$ cat src/rtl/pss_regs.svh
/*
 Timing and field constants for the power-state sequencer.
 Assumes inclusion by bare name from rtl/.
*/
`ifndef PSS_REGS_SVH
`define PSS_REGS_SVH
`define PSS_CLK_MHZ        40
`define PSS_PLL_LOCK_NS    2000
`define PSS_PLL_LOCK_CYC   ((`PSS_PLL_LOCK_NS * `PSS_CLK_MHZ + 999) / 1000)
`define PSS_DRAM_ACTIVE    2'h0
`define PSS_DRAM_SELF_REF  2'h1
`define PSS_DRAM_OFF       2'h2
`define PSS_CNT_ZERO       16'h0000
`define PSS_CNT_ONE        16'h0001
`endif

$ cat src/rtl/pss_pkg.sv
/*
 Types shared by the power-state sequencer.
 Assumes nothing of its surroundings.
*/
package pss_pkg;
  typedef enum logic [2:0] {
    PSS_ACTIVE  = 3'h0,
    PSS_DEEP    = 3'h1,
    PSS_RELOCK  = 3'h2,
    PSS_POS     = 3'h3,
    PSS_STR     = 3'h4,
    PSS_STD     = 3'h5
  } pss_state_t;
endpackage

$ cat src/rtl/pss_lock_timer.sv
/*
 PLL lock wait counter: counts down after a start pulse, flags done.
 Assumes a free-running clock and asynchronous active-low reset.
*/
`timescale 1ns/1ps
`default_nettype none
`include "pss_regs.svh"
module pss_lock_timer #(
  parameter logic [15:0] LOCK_CYC = 16'(`PSS_PLL_LOCK_CYC)
) (
  // Clock and reset
  input  wire logic i_mclk,
  input  wire logic i_rst_n,
  // Control
  input  wire logic i_start,
  output logic      o_done
);
  logic [15:0] cnt_reg;

  // Count down the lock wait
  always_ff @(posedge i_mclk or negedge i_rst_n) begin
    if (!i_rst_n) begin
      cnt_reg <= `PSS_CNT_ZERO;
    end else if (i_start) begin
      cnt_reg <= LOCK_CYC;
    end else if (cnt_reg != `PSS_CNT_ZERO) begin
      cnt_reg <= cnt_reg - `PSS_CNT_ONE;
    end
  end

  // Done when the count has just expired
  always_ff @(posedge i_mclk or negedge i_rst_n) begin
    if (!i_rst_n) begin
      o_done <= 1'b0;
    end else begin
      o_done <= (cnt_reg == `PSS_CNT_ONE) && !i_start;
    end
  end
endmodule
`default_nettype wire

$ cat src/rtl/pss_sequencer.sv
/*
 Power-state sequencer: maps CPU C-states and sleep states onto DRAM mode,
 sense-amp disable, hub link power state and PLL enables.
 Assumes all inputs synchronous to i_mclk and a full reset on power-up.
*/
// Function
// - In C0 and C1 all PLLs run, hub link active, DRAM active.
// - C2 disables sense amps except during host transactions; on in C0/C1.
// - Reading the level-3 register moves from C0 to C3.
// - C3 puts DRAM in self refresh, hub low power, sense amps off.
// - With shutdown enabled, deep-sleep input decides when PLLs turn off.
// - C4 is handled exactly like C3.
// - Power-on-suspend holds self refresh, hub low power, both PLLs off.
// - DRAM is in self refresh before suspend-to-RAM is entered.
// - Suspend-to-disk turns DRAM off, no contents kept.
// - The S2 sleep state is not supported.
`timescale 1ns/1ps
`default_nettype none
`include "pss_regs.svh"
module pss_sequencer
  import pss_pkg::*;
#(
  parameter logic [15:0] LOCK_CYC = 16'(`PSS_PLL_LOCK_CYC)
) (
  // Clock and reset
  input  wire logic       i_mclk,
  input  wire logic       i_rst_n,
  // Processor and I/O hub power signals
  input  wire logic       i_stop_clock_request_n,
  input  wire logic       i_deep_sleep_request_n,
  input  wire logic       i_level3_read,
  input  wire logic       i_cpu_wake,
  input  wire logic       i_host_txn,
  // Sleep requests
  input  wire logic       i_mobile_power_on_suspend,
  input  wire logic       i_suspend_to_ram,
  input  wire logic       i_suspend_to_disk,
  input  wire logic       i_suspend_s2,
  input  wire logic       i_resume,
  // Configuration
  input  wire logic       i_pll_shutdown_en,
  // DRAM, bus and link controls
  output logic [1:0]      o_dram_mode,
  output logic            o_sense_amp_disable,
  output logic            o_hub_low_power,
  output logic            o_host_pll_en,
  output logic            o_agp_hub_pll_en,
  output logic            o_traffic_resume,
  output logic [2:0]      o_state
);
  pss_state_t state_reg;
  pss_state_t state_next;
  logic       lock_start;
  logic       lock_done;
  logic       pll_off;
  logic       pll_off_next;

  // Lock wait after PLL restart
  pss_lock_timer #(
    .LOCK_CYC (LOCK_CYC)
  ) u_lock (
    .i_mclk  (i_mclk),
    .i_rst_n (i_rst_n),
    .i_start (lock_start),
    .o_done  (lock_done)
  );

  // Next state selection
  always_comb begin
    state_next = state_reg;
    case (state_reg)
      PSS_ACTIVE: begin
        if (i_level3_read) begin
          state_next = PSS_DEEP;
        end
      end
      PSS_DEEP: begin
        // C4 takes the same path as C3
        if (i_suspend_to_disk) begin
          state_next = PSS_STD;
        end else if (i_suspend_to_ram) begin
          state_next = PSS_STR;
        end else if (i_mobile_power_on_suspend) begin
          state_next = PSS_POS;
        end else if (i_cpu_wake) begin
          state_next = pll_off ? PSS_RELOCK : PSS_ACTIVE;
        end
      end
      PSS_POS: begin
        if (i_resume) begin
          state_next = PSS_RELOCK;
        end
      end
      PSS_STR, PSS_STD: begin
        // Left only through a full reset
        state_next = state_reg;
      end
      PSS_RELOCK: begin
        if (lock_done) begin
          state_next = PSS_ACTIVE;
        end
      end
      default: begin
        state_next = PSS_ACTIVE;
      end
    endcase
  end

  // State register; S2 requests are ignored
  always_ff @(posedge i_mclk or negedge i_rst_n) begin
    if (!i_rst_n) begin
      state_reg <= PSS_ACTIVE;
    end else begin
      state_reg <= state_next;
    end
  end

  // PLL shutdown decision in deep states
  always_comb begin
    pll_off_next = 1'b0;
    case (state_next)
      PSS_DEEP: begin
        // Once off, stay off until the exit path relocks them
        pll_off_next = i_pll_shutdown_en && (pll_off || !i_deep_sleep_request_n);
      end
      PSS_POS, PSS_STR, PSS_STD: pll_off_next = 1'b1;
      default:    pll_off_next = 1'b0;
    endcase
  end

  // PLL off flag
  always_ff @(posedge i_mclk or negedge i_rst_n) begin
    if (!i_rst_n) begin
      pll_off <= 1'b0;
    end else begin
      pll_off <= pll_off_next;
    end
  end

  // Start lock timer on entering relock
  assign lock_start = (state_next == PSS_RELOCK) && (state_reg != PSS_RELOCK);

  // PLL enables
  always_ff @(posedge i_mclk or negedge i_rst_n) begin
    if (!i_rst_n) begin
      o_host_pll_en    <= 1'b1;
      o_agp_hub_pll_en <= 1'b1;
    end else begin
      o_host_pll_en    <= !pll_off_next;
      o_agp_hub_pll_en <= !pll_off_next;
    end
  end

  // DRAM mode
  always_ff @(posedge i_mclk or negedge i_rst_n) begin
    if (!i_rst_n) begin
      o_dram_mode <= `PSS_DRAM_ACTIVE;
    end else begin
      case (state_next)
        PSS_ACTIVE: o_dram_mode <= `PSS_DRAM_ACTIVE;
        PSS_STD:    o_dram_mode <= `PSS_DRAM_OFF;
        default:    o_dram_mode <= `PSS_DRAM_SELF_REF;
      endcase
    end
  end

  // Hub link power and traffic gate
  always_ff @(posedge i_mclk or negedge i_rst_n) begin
    if (!i_rst_n) begin
      o_hub_low_power  <= 1'b0;
      o_traffic_resume <= 1'b1;
    end else begin
      o_hub_low_power  <= (state_next != PSS_ACTIVE);
      o_traffic_resume <= (state_next == PSS_ACTIVE);
    end
  end

  // Sense amps: off in C2 unless a transaction, off in deep states
  always_ff @(posedge i_mclk or negedge i_rst_n) begin
    if (!i_rst_n) begin
      o_sense_amp_disable <= 1'b0;
    end else if (state_next != PSS_ACTIVE) begin
      o_sense_amp_disable <= 1'b1;
    end else begin
      o_sense_amp_disable <= !i_stop_clock_request_n && !i_host_txn;
    end
  end

  // State view
  always_ff @(posedge i_mclk or negedge i_rst_n) begin
    if (!i_rst_n) begin
      o_state <= PSS_ACTIVE;
    end else begin
      o_state <= state_next;
    end
  end
endmodule
`default_nettype wire

$ cat config.mk
export PLATFORM = sky130hd
export DESIGN_NAME = pss_sequencer
export DESIGN_NICKNAME = d
export VERILOG_FILES = /design/src/rtl/pss_pkg.sv /design/src/rtl/pss_lock_timer.sv /design/src/rtl/pss_sequencer.sv
export VERILOG_INCLUDE_DIRS = /design/src /design/src/rtl
export SDC_FILE = /design/constraint.sdc
export NUM_CORES = 1
export LEC_CHECK = 0
export ABC_AREA = 1
export BUFFER_PORTS_ARGS = -buffer_cell sky130_fd_sc_hd__buf_2
export CAP_MARGIN = 10
export CORE_MARGIN = 4
export CORE_UTILIZATION = 56
export CTS_BUF_LIST = sky130_fd_sc_hd__clkbuf_8 sky130_fd_sc_hd__clkbuf_16
export DETAILED_ROUTE_END_ITERATION = 6
export PLACE_DENSITY = 0.79
export SYNTH_ARGS = -nofsm -noshare
export SYNTH_HDL_FRONTEND = slang
export SYNTH_HIERARCHICAL = 1
export SYNTH_SLANG_ARGS = --single-unit
$ cat constraint.sdc
create_clock -name i_mclk -period 2.15 [get_ports i_mclk]
set_clock_uncertainty 0.15 [all_clocks]
set_input_delay 0.215 -clock i_mclk [delete_from_list [all_inputs] [get_ports i_mclk]]
set_output_delay 0.215 -clock i_mclk [all_outputs]
set_load 0.005 [all_outputs]
# Word level (Yosys, flattened, before mapping)
# Index checks and enable logic that the tools add are counted.
# W data, S select, Z words.
# totals
register_bits,27
in_bits,13
out_inout_bits,10
wordCells,53
# op_classes
addsub,1
n_eq_ne,12
mux,14
n_reduce_logical,17
# op_table
op,n
$mux W16,2
$mux W3,7
$eq A16 B1 Y1 const B,1
$reduce_bool A16 Y1,1
$sub A16 B1 Y16 const B,1
$pmux W3 S5,1
$eq A3 B2 Y1 const B,4
$eq A3 B3 Y1 const B,4
$eq A3 B1 Y1 const B,2
$logic_not A3 Y1,2
$logic_not A1 Y1,5
$logic_and A1 B1 Y1,4
$pmux W2 S2,1
$ne A3 B2 Y1 const B,1
$reduce_bool A3 Y1,1
$reduce_or A3 Y1,1
$mux W2,1
$pmux W1 S2,1
$reduce_bool A2 Y1,1
$reduce_or A2 Y1,1
$logic_or A1 B1 Y1,1
$mux W1,1

# Logic depth before layout (Yosys ltp)
# Gate-level depths: netlist of the first run.
# logic_depth
ltp_word,10
depth_mapped,10
ltp_nobuf,10

# Hierarchy
# Netlist of the first run, hierarchy kept.
# modules_own_cells
module,instances,cells_each,area_each_um2
pss_lock_timer,1,146,1078.5
pss_sequencer,1,56,478.0

# Least setup slack after synthesis of the first run
# Ideal clock, no wire load.
# synth_timing
kind,register -> register
startpoint,register o_state[1] (netlist name)
endpoint,register u_lock.cnt_reg[11]
setup_ps,115
t_arrival_ps,1545
path_slack_ps,340
stages_incl_launch_ff,10
n_path_buf,1
cell_sequence,dfrtp_1 nand3_1 nor2_2 nor2_2 nand3_2 a21oi_1 inv_1 buf_4 nand3_1 nor2_2
# synth_lines
item,line,text
end signal: assignment,pss_lock_timer.sv:23,cnt_reg <= `PSS_CNT_ZERO;
end signal: assignment,pss_lock_timer.sv:27,cnt_reg <= cnt_reg - `PSS_CNT_ONE;
end: declaration,pss_lock_timer.sv:18,logic [15:0] cnt_reg;

==> metrics.md, run 1 <==
| Metric | Value |
|---|---|
| Clk sink count | `27` |
| Setup_tns | `0 ps` |
| Req. time, crit path | `2160 ps` |
| Synth warn | `6` |
| Slew HR | `60.1%` |
| Synth Cell Area | `between 1500 and 2000 µm²` |
| Cell type with the largest total area after synthesis | `dfrtp_1` |
| Met1 usage | `26.6%` |
| Pins Over Slew Limit | `0` |
| Final setup viols | `0` |
| Largest net degree at the start of global routing | `28` |
| Final core area utilization | `between 60% and 70%` |
| Number of vias per cell | `around 5.1` |
| Non-Filler Instances | `261` |
| Hold path depth | `4` |
| Clk pwr share | `between 10% and 20%` |
| Num rows | `18` |
| Met3 Resource Use GR | `1.91%` |
| I/O Pins | `23` |
| Status | `finished clean` |
| Number of distinct library cells after synthesis | `27` |
| RD Place Congestion | `roughly 0.87` |
| Critical-path maximum fanout | `4` |
| Share of layout cells above drive strength 1 | `between 20% and 30%` |
| Clock slew at reported path FFs | `~90 ps` |
| Initial DRC count | `between 50 and 60` |
| Max Cap Viol | `0` |
| Placed cells | `roughly 250` |
| CTS tree | `built` |
| WL/cell | `approximately 12 µm` |
| Die H | `~61 µm` |
| Critical path data arrival time | `1990 ps` |
| Die X | `slightly above 60 µm` |
| Crit end category | `flip-flop` |
| Hold Path Class | `in -> reg` |
| Syn nets | `217` |
| Starting density of the core | `approximately three fifths` |
| Met2 usage | `between 30% and 40%` |
| RSZ-0062 raised after global routing | `false` |
| Seq cells post-synth | `27` |
| DRT antenna net count | `0` |
| Max rail drop VDD | `799 µV` |
| Synth top area share | `about two fifths` |
| Combinational Power Share | `between 40% and 50%` |
| Fraction of registers with async set/reset | `100%` |
| GR peak layer | `met2` |
| Vias in the first global route | `1327` |
| Dominant synthesized flop cell | `dfrtp_1` |
| WHS | `roughly 160 ps` |
| GR Overflow Total | `0` |
| CTS buffer count | `3` |
| Pwr dens | `~1300 nW/µm²` |
| Post-CTS Setup Bufs | `0` |
| Clk root buf | `clkbuf_8` |
| DP HPWL | `around 2400 µm` |
| Insertion delay to the later sink of the worst-skew pair | `270 ps` |
| Final hold viol count | `0` |
| Worst-Margin Slew | `between 500 and 600 ps` |
| WS Path Type | `reg -> reg` |
| Antenna diodes | `0` |
| Core area | `about 2600 µm²` |
| Startpoint types | `flip-flop` |
| Avg Inst Size Synth | `7.71 µm²` |
| H-tree Lvls | `1` |
| Commonest cells post-synth | `45 x nand2_1, 26 x inv_1, 25 x dfrtp_1, 25 x nand3_1, 25 x nor2_1` |
| Leak pwr | `around 0.92 nW` |
| Clock buffer depth | `2` |
| FILL cells | `229` |
| DRT Pass-1 Iters | `4` |
| Register area share after synthesis | `between 40 and 50%` |
| WL final | `~3200 µm` |
| Sequential power share | `around two fifths` |
| Internal Power | `1.27 mW` |
| Die area | `about 3700 µm²` |
| Synth Instances | `202` |
| Max Freq | `around 500 MHz` |
| R2R depth | `8` |
| Tot Pwr | `around 2.3 mW` |
| Most numerous cell in the Yosys netlist | `nand2_1` |
| Via count | `approximately 1300` |
| Gr usage total | `20.0%` |
| First-pass GRT wire length | `5640 µm` |
| Layout Nets | `approximately 250` |
| Sw Ratio | `~45%` |
| NetSw | `1.04 mW` |
| Largest cells by area after synthesis | `dfrtp_1 40%, nand2_1 11%, nand3_1 8.0%` |
| Area Overhead vs Synth | `14.7%` |
| Period minus WS final | `~2000 ps` |
| Max reg flops | `16` |
| Post-route clock period utilization | `between 90% and 100%` |
| I/O Buffers | `21` |
| Drt drc | `0` |
| Post-synth EDFFs | `0` |
| Initial antenna violation count | `0` |
| Area of the multi-input gates | `742 µm²` |
| Sequential cell area | `678 µm²` |
==> power by group through the flow <==
stage                     Sequential (mW)  Clock [mW]  Combinational (mW)
after floorplan                     0.896           0               0.840
after detailed placement            0.925           0                1.09
final                               0.920       0.289                1.10
after global placement              0.919           0                1.03
after global routing                0.957       0.320                1.27
after CTS                           0.916       0.299                1.10
==> logic make-up after synthesis <==
kind of cell	after synthesis	synth area share (%)
AND/OR/NAND/NOR	129	42.3
buffers and inverters	33	8.76
flip-flops	27	43.6
AO/OA/AOI/OAI	11	3.78
adder cells (fa/ha/maj)	2	1.61
==> final timing paths <==
kind                                                     start                              to  slack (ps)
worst max-delay path                      o_state[0]$_DFF_PN0_   o_sense_amp_disable$_DFF_PN0_         170
worst min-delay path                         i_pll_shutdown_en      o_agp_hub_pll_en$_DFF_PN1_         160
worst max register to register            o_state[0]$_DFF_PN0_   o_sense_amp_disable$_DFF_PN0_         170
worst min register to register  u_lock/cnt_reg[10]$_DFFE_PN0P_  u_lock/cnt_reg[10]$_DFFE_PN0P_         420
max in group asynchronous                              i_rst_n   u_lock/cnt_reg[0]$_DFFE_PN0P_        1140
min in group asynchronous                              i_rst_n        o_dram_mode[0]$_DFF_PN0_         320
==> cell type report <==
type                    instances  share of cell area [%]
repair buffers                 27                    8.83
clock inverters                 1                   0.420
clock buffers                   3                    2.31
well taps                      30                    2.10
flip-flops and latches         27                    38.0
inverters                      31                    6.80
multi-input cells             142                    41.6
==> critical path, stage by stage, from the launching register on <==
cell,delay [ps]
dfrtp_1,410
inv_1,90
nand2_1,100
nor2_1,60
nor2_2,170
nand3_2,130
nor2_4,140
o21ai_2,60
dlygate4sd3_1,550
==> layer usage <==
layer  part of all wire [%]  wire [µm]  vias up
li1                       -          -      692
met1                     47       1500      616
met2                     49       1560       17
met4                   0.51         16        0
met5                      0          0        -
met3                    2.6         82        2
==> through the flow <==
stage	area (µm²)	worst slack, ps
after global routing	1790	20.6
after CTS	1790	161
after global placement	1710	253
after floorplan	1560	340
final	1790	168
after detailed placement	1710	184
==> timing repair <==
action                                  4_1_cts  5_1_grt
resized for setup                             0        1
hold buffers                                  3        0
hold endpoints to repair                     26        0
endpoints found under the setup margin        0        7
==> layout by cell type (no fill, tap or decap) <==
master | Yosys | routed
nand3_1 | 25 | 25
or2_1 | 1 | 1
inv_1 | 26 | 25
dfstp_2 | 2 | 2
nor3_1 | 1 | 1
nor2_2 | 10 | 10
nand2_4 | 1 | 1
or2_2 | 3 | 3
inv_2 | 4 | 5
nand2_1 | 45 | 45
nand3_4 | 1 | 1
ha_1 | 2 | 2
nand4_1 | 5 | 5
buf_2 | 0 | 21
nor2_1 | 25 | 25
buf_4 | 2 | 3
nand3b_1 | 1 | 1
clkinv_4 | 1 | 1
dlygate4sd3_1 | 0 | 3
clkinvlp_4 | 0 | 1
nand2_2 | 3 | 3
o21ai_2 | 1 | 1
o21ai_1 | 2 | 2
nor2_4 | 4 | 4
nand3_2 | 2 | 2
or2_0 | 1 | 1
dfrtp_1 | 25 | 25
clkbuf_8 | 0 | 3
a21oi_1 | 5 | 5
o21ai_0 | 3 | 3
nor2_8 | 1 | 1
No activity file was read; power rests on OpenSTA's default activity.
==> inputs of run 2 (changes only) <==
CORE_UTILIZATION = 43   (was 56)
PLACE_DENSITY = unset   (was 0.79)
REMOVE_ABC_BUFFERS = 1   (was unset)
==> run 2 against run 1 <==
Worst setup slack got worse by 16 ps. Largest power group unchanged. Clock-buffer cell count unchanged. Largest cell class unchanged. Wire length decreased by 3.1%. Global-route usage decreased by 4.8 points. Sequential share of layout area decreased by 0.45 points. Sequential power decreased by 0.4%.
==> metrics.md, run 2 (synthesis gave the netlist of run 1 again) <==
| Metric | Value |
|---|---|
| Placed Instance Area | `1730 µm² (+1.2%)` |
| Clock slew at reported path FFs | `90 ps (about the same)` |
| WS Path Type | `reg -> reg` |
| Crit end category | `flip-flop` |
| Worst-Margin Slew | `587 ps (-11.4 ps)` |
| Setup_tns | `0 ps (unchanged)` |
| Pins Over Slew Limit | `0 (unchanged)` |
| Die area | `4650 µm² (+26%)` |
| Critical path data arrival time | `2000 ps (about the same)` |
| Non-Filler Instances | `277 (+6.1%)` |
| DRT Pass-1 Iters | `4 (unchanged)` |
| Max reg flops | `16 (unchanged)` |
| Largest net degree at the start of global routing | `28 (unchanged)` |
| Via count | `1343 (+1.2%)` |
| Final hold viol count | `0 (unchanged)` |
| Post-route clock period utilization | `92.9% (+0.73 points)` |
| Leak pwr | `0.923 nW (+0.53%)` |
| CP startpoint | `o_state[0]$_DFF_PN0_` |
| Final setup viols | `0 (unchanged)` |
| I/O Buffers | `21 (unchanged)` |
| Hold path depth | `4 (unchanged)` |
| Hold Startpoint | `i_pll_shutdown_en` |
| WL/cell | `11.0 µm (-8.7%)` |
| DRT antenna net count | `0 (unchanged)` |
| Number of vias per cell | `4.85 (-4.6%)` |
| RSZ-0062 raised after global routing | `false` |
| Die H | `68.2 µm (+12%)` |
| Flop2flop setup slack | `150 ps (-20 ps)` |
| Clock buffer depth | `2 (unchanged)` |
| Startpoint types | `flip-flop` |
| Max rail drop VDD | `486 µV (-39%)` |
| Pwr dens | `1250 nW/µm² (-2.9%)` |
| First-pass GRT wire length | `5380 µm (-4.6%)` |
| Placed cells | `270 (+6.3%)` |
| Post-CTS Setup Bufs | `0 (unchanged)` |
| Core area | `3420 µm² (+33%)` |
| DP HPWL | `2370 µm (-3.4%)` |
| Drt drc | `0 (unchanged)` |
| Slew HR | `60.9% (+0.76 points)` |
| Antenna diodes | `0 (unchanged)` |
| Critical R2R Capture | `o_sense_amp_disable$_DFF_PN0_` |
| RD Place Congestion | `0.812 (-6.6%)` |
| Clk root buf | `clkbuf_8` |
| Initial DRC count | `65 (+27%)` |
| Hold Path End | `o_agp_hub_pll_en$_DFF_PN1_` |
| Gr usage total | `15.2% (-4.8 points)` |
| Tot Pwr | `2.26 mW (-1.8%)` |
| WHS | `138 ps (-21.3 ps)` |
| Most frequent cells in the layout | `45 x nand2_1, 27 x inv_1, 25 x nor2_1, 25 x dfrtp_1, 24 x nand3_1` |
| Insertion delay to the later sink of the worst-skew pair | `260 ps (about the same)` |
| Share of layout cells above drive strength 1 | `26.4% (-0.43 points)` |
| Vias in the first global route | `1300 (-2.0%)` |
| Critical-path maximum fanout | `4 (unchanged)` |
| H-tree Lvls | `1 (unchanged)` |
| Max Freq | `501 MHz (-0.78%)` |
| Status | `finished clean` |
| CTS tree | `built` |
| Final Cell Area | `1810 µm² (+1.2%)` |
| Initial antenna violation count | `0 (unchanged)` |
| Area Overhead vs Synth | `16.1%` |
| CTS buffer count | `3 (unchanged)` |
| Num rows | `21 (+3)` |
| GR Overflow Total | `0 (unchanged)` |
| Max Cap Viol | `0 (unchanged)` |
| I/O Pins | `23 (unchanged)` |
| Clk sink count | `27 (unchanged)` |
| R2R Path Start | `o_state[0]$_DFF_PN0_` |
| Req. time, crit path | `2150 ps (about the same)` |
| Layout Nets | `247 (unchanged)` |
| Starting density of the core | `45.6% (-15 points)` |
| R2R depth | `8 (unchanged)` |
| WL final | `3060 µm (-3.1%)` |
| FILL cells | `341 (+49%)` |
| Hold Path Class | `in -> reg` |
| Most common cell after layout, fill and taps aside | `nand2_1` |
| Die X | `68.2 µm (+12%)` |
| Period minus WS final | `2000 ps (+15.6 ps)` |
[run 2: worst max-delay path by stage]
stage / endpoint / depth (start not counted)
floorplan: u_lock/cnt_reg[5]$_DFFE_PN0P_ / 9
global placement: u_lock/o_done$_DFF_PN0_ / 9
detailed placement: u_lock/cnt_reg[8]$_DFFE_PN0P_ / 9
CTS: o_sense_amp_disable$_DFF_PN0_ / 7
global route: o_sense_amp_disable$_DFF_PN0_ / 8
finish: o_sense_amp_disable$_DFF_PN0_ / 8
[run 2: final cells by class]
class,count,area [µm²],share of cell area (%)
Tap cell,46,57.6,3.19
Clock buffer,3,41.3,2.29
Inverter,31,121,6.72
Timing Repair Buffer,27,158,8.73
Multi-Input combinational cell,142,747,41.3
Sequential cell,27,678,37.5
Clock inverter,1,3.75,0.208
[run 2: what timing repair did]
action | 4_1_cts | 5_1_grt
hold buffers | 3 | 0
hold endpoints to repair | 26 | 0
resized for setup | 0 | 1
endpoints found under the setup margin | 0 | 4
[run 2: power breakdown]
group	switching (mW)	total, mW	internal (mW)
Sequential	0.188	0.916	0.728
Combinational	0.673	1.08	0.405
Clock	0.143	0.271	0.128
[run 2: critical path, cell delays in order, from the launching register on]
cell and delay (ps):
dfrtp_1 410, inv_1 90, nand2_1 90, nor2_1 50
nor2_2 190, nand3_2 140, nor2_4 150, o21ai_2 60
dlygate4sd3_1 550
[run 2: through the flow]
step / util [%] / worst slack, ps
floorplan: - / 253
global placement: 50.5 / 285
detailed placement: 50.5 / 200
CTS: 52.7 / 91.0
global route: 52.9 / 10.4
finish: 52.9 / 152
[run 2: routing by layer]
metal | routed length (µm) | track usage, % | vias up
met5 | 0 | 0 | -
met4 | 14 | 5.46 | 0
met3 | 115 | 1.81 | 2
met2 | 1560 | 27.9 | 19
met1 | 1370 | 18.0 | 630
li1 | - | - | 692
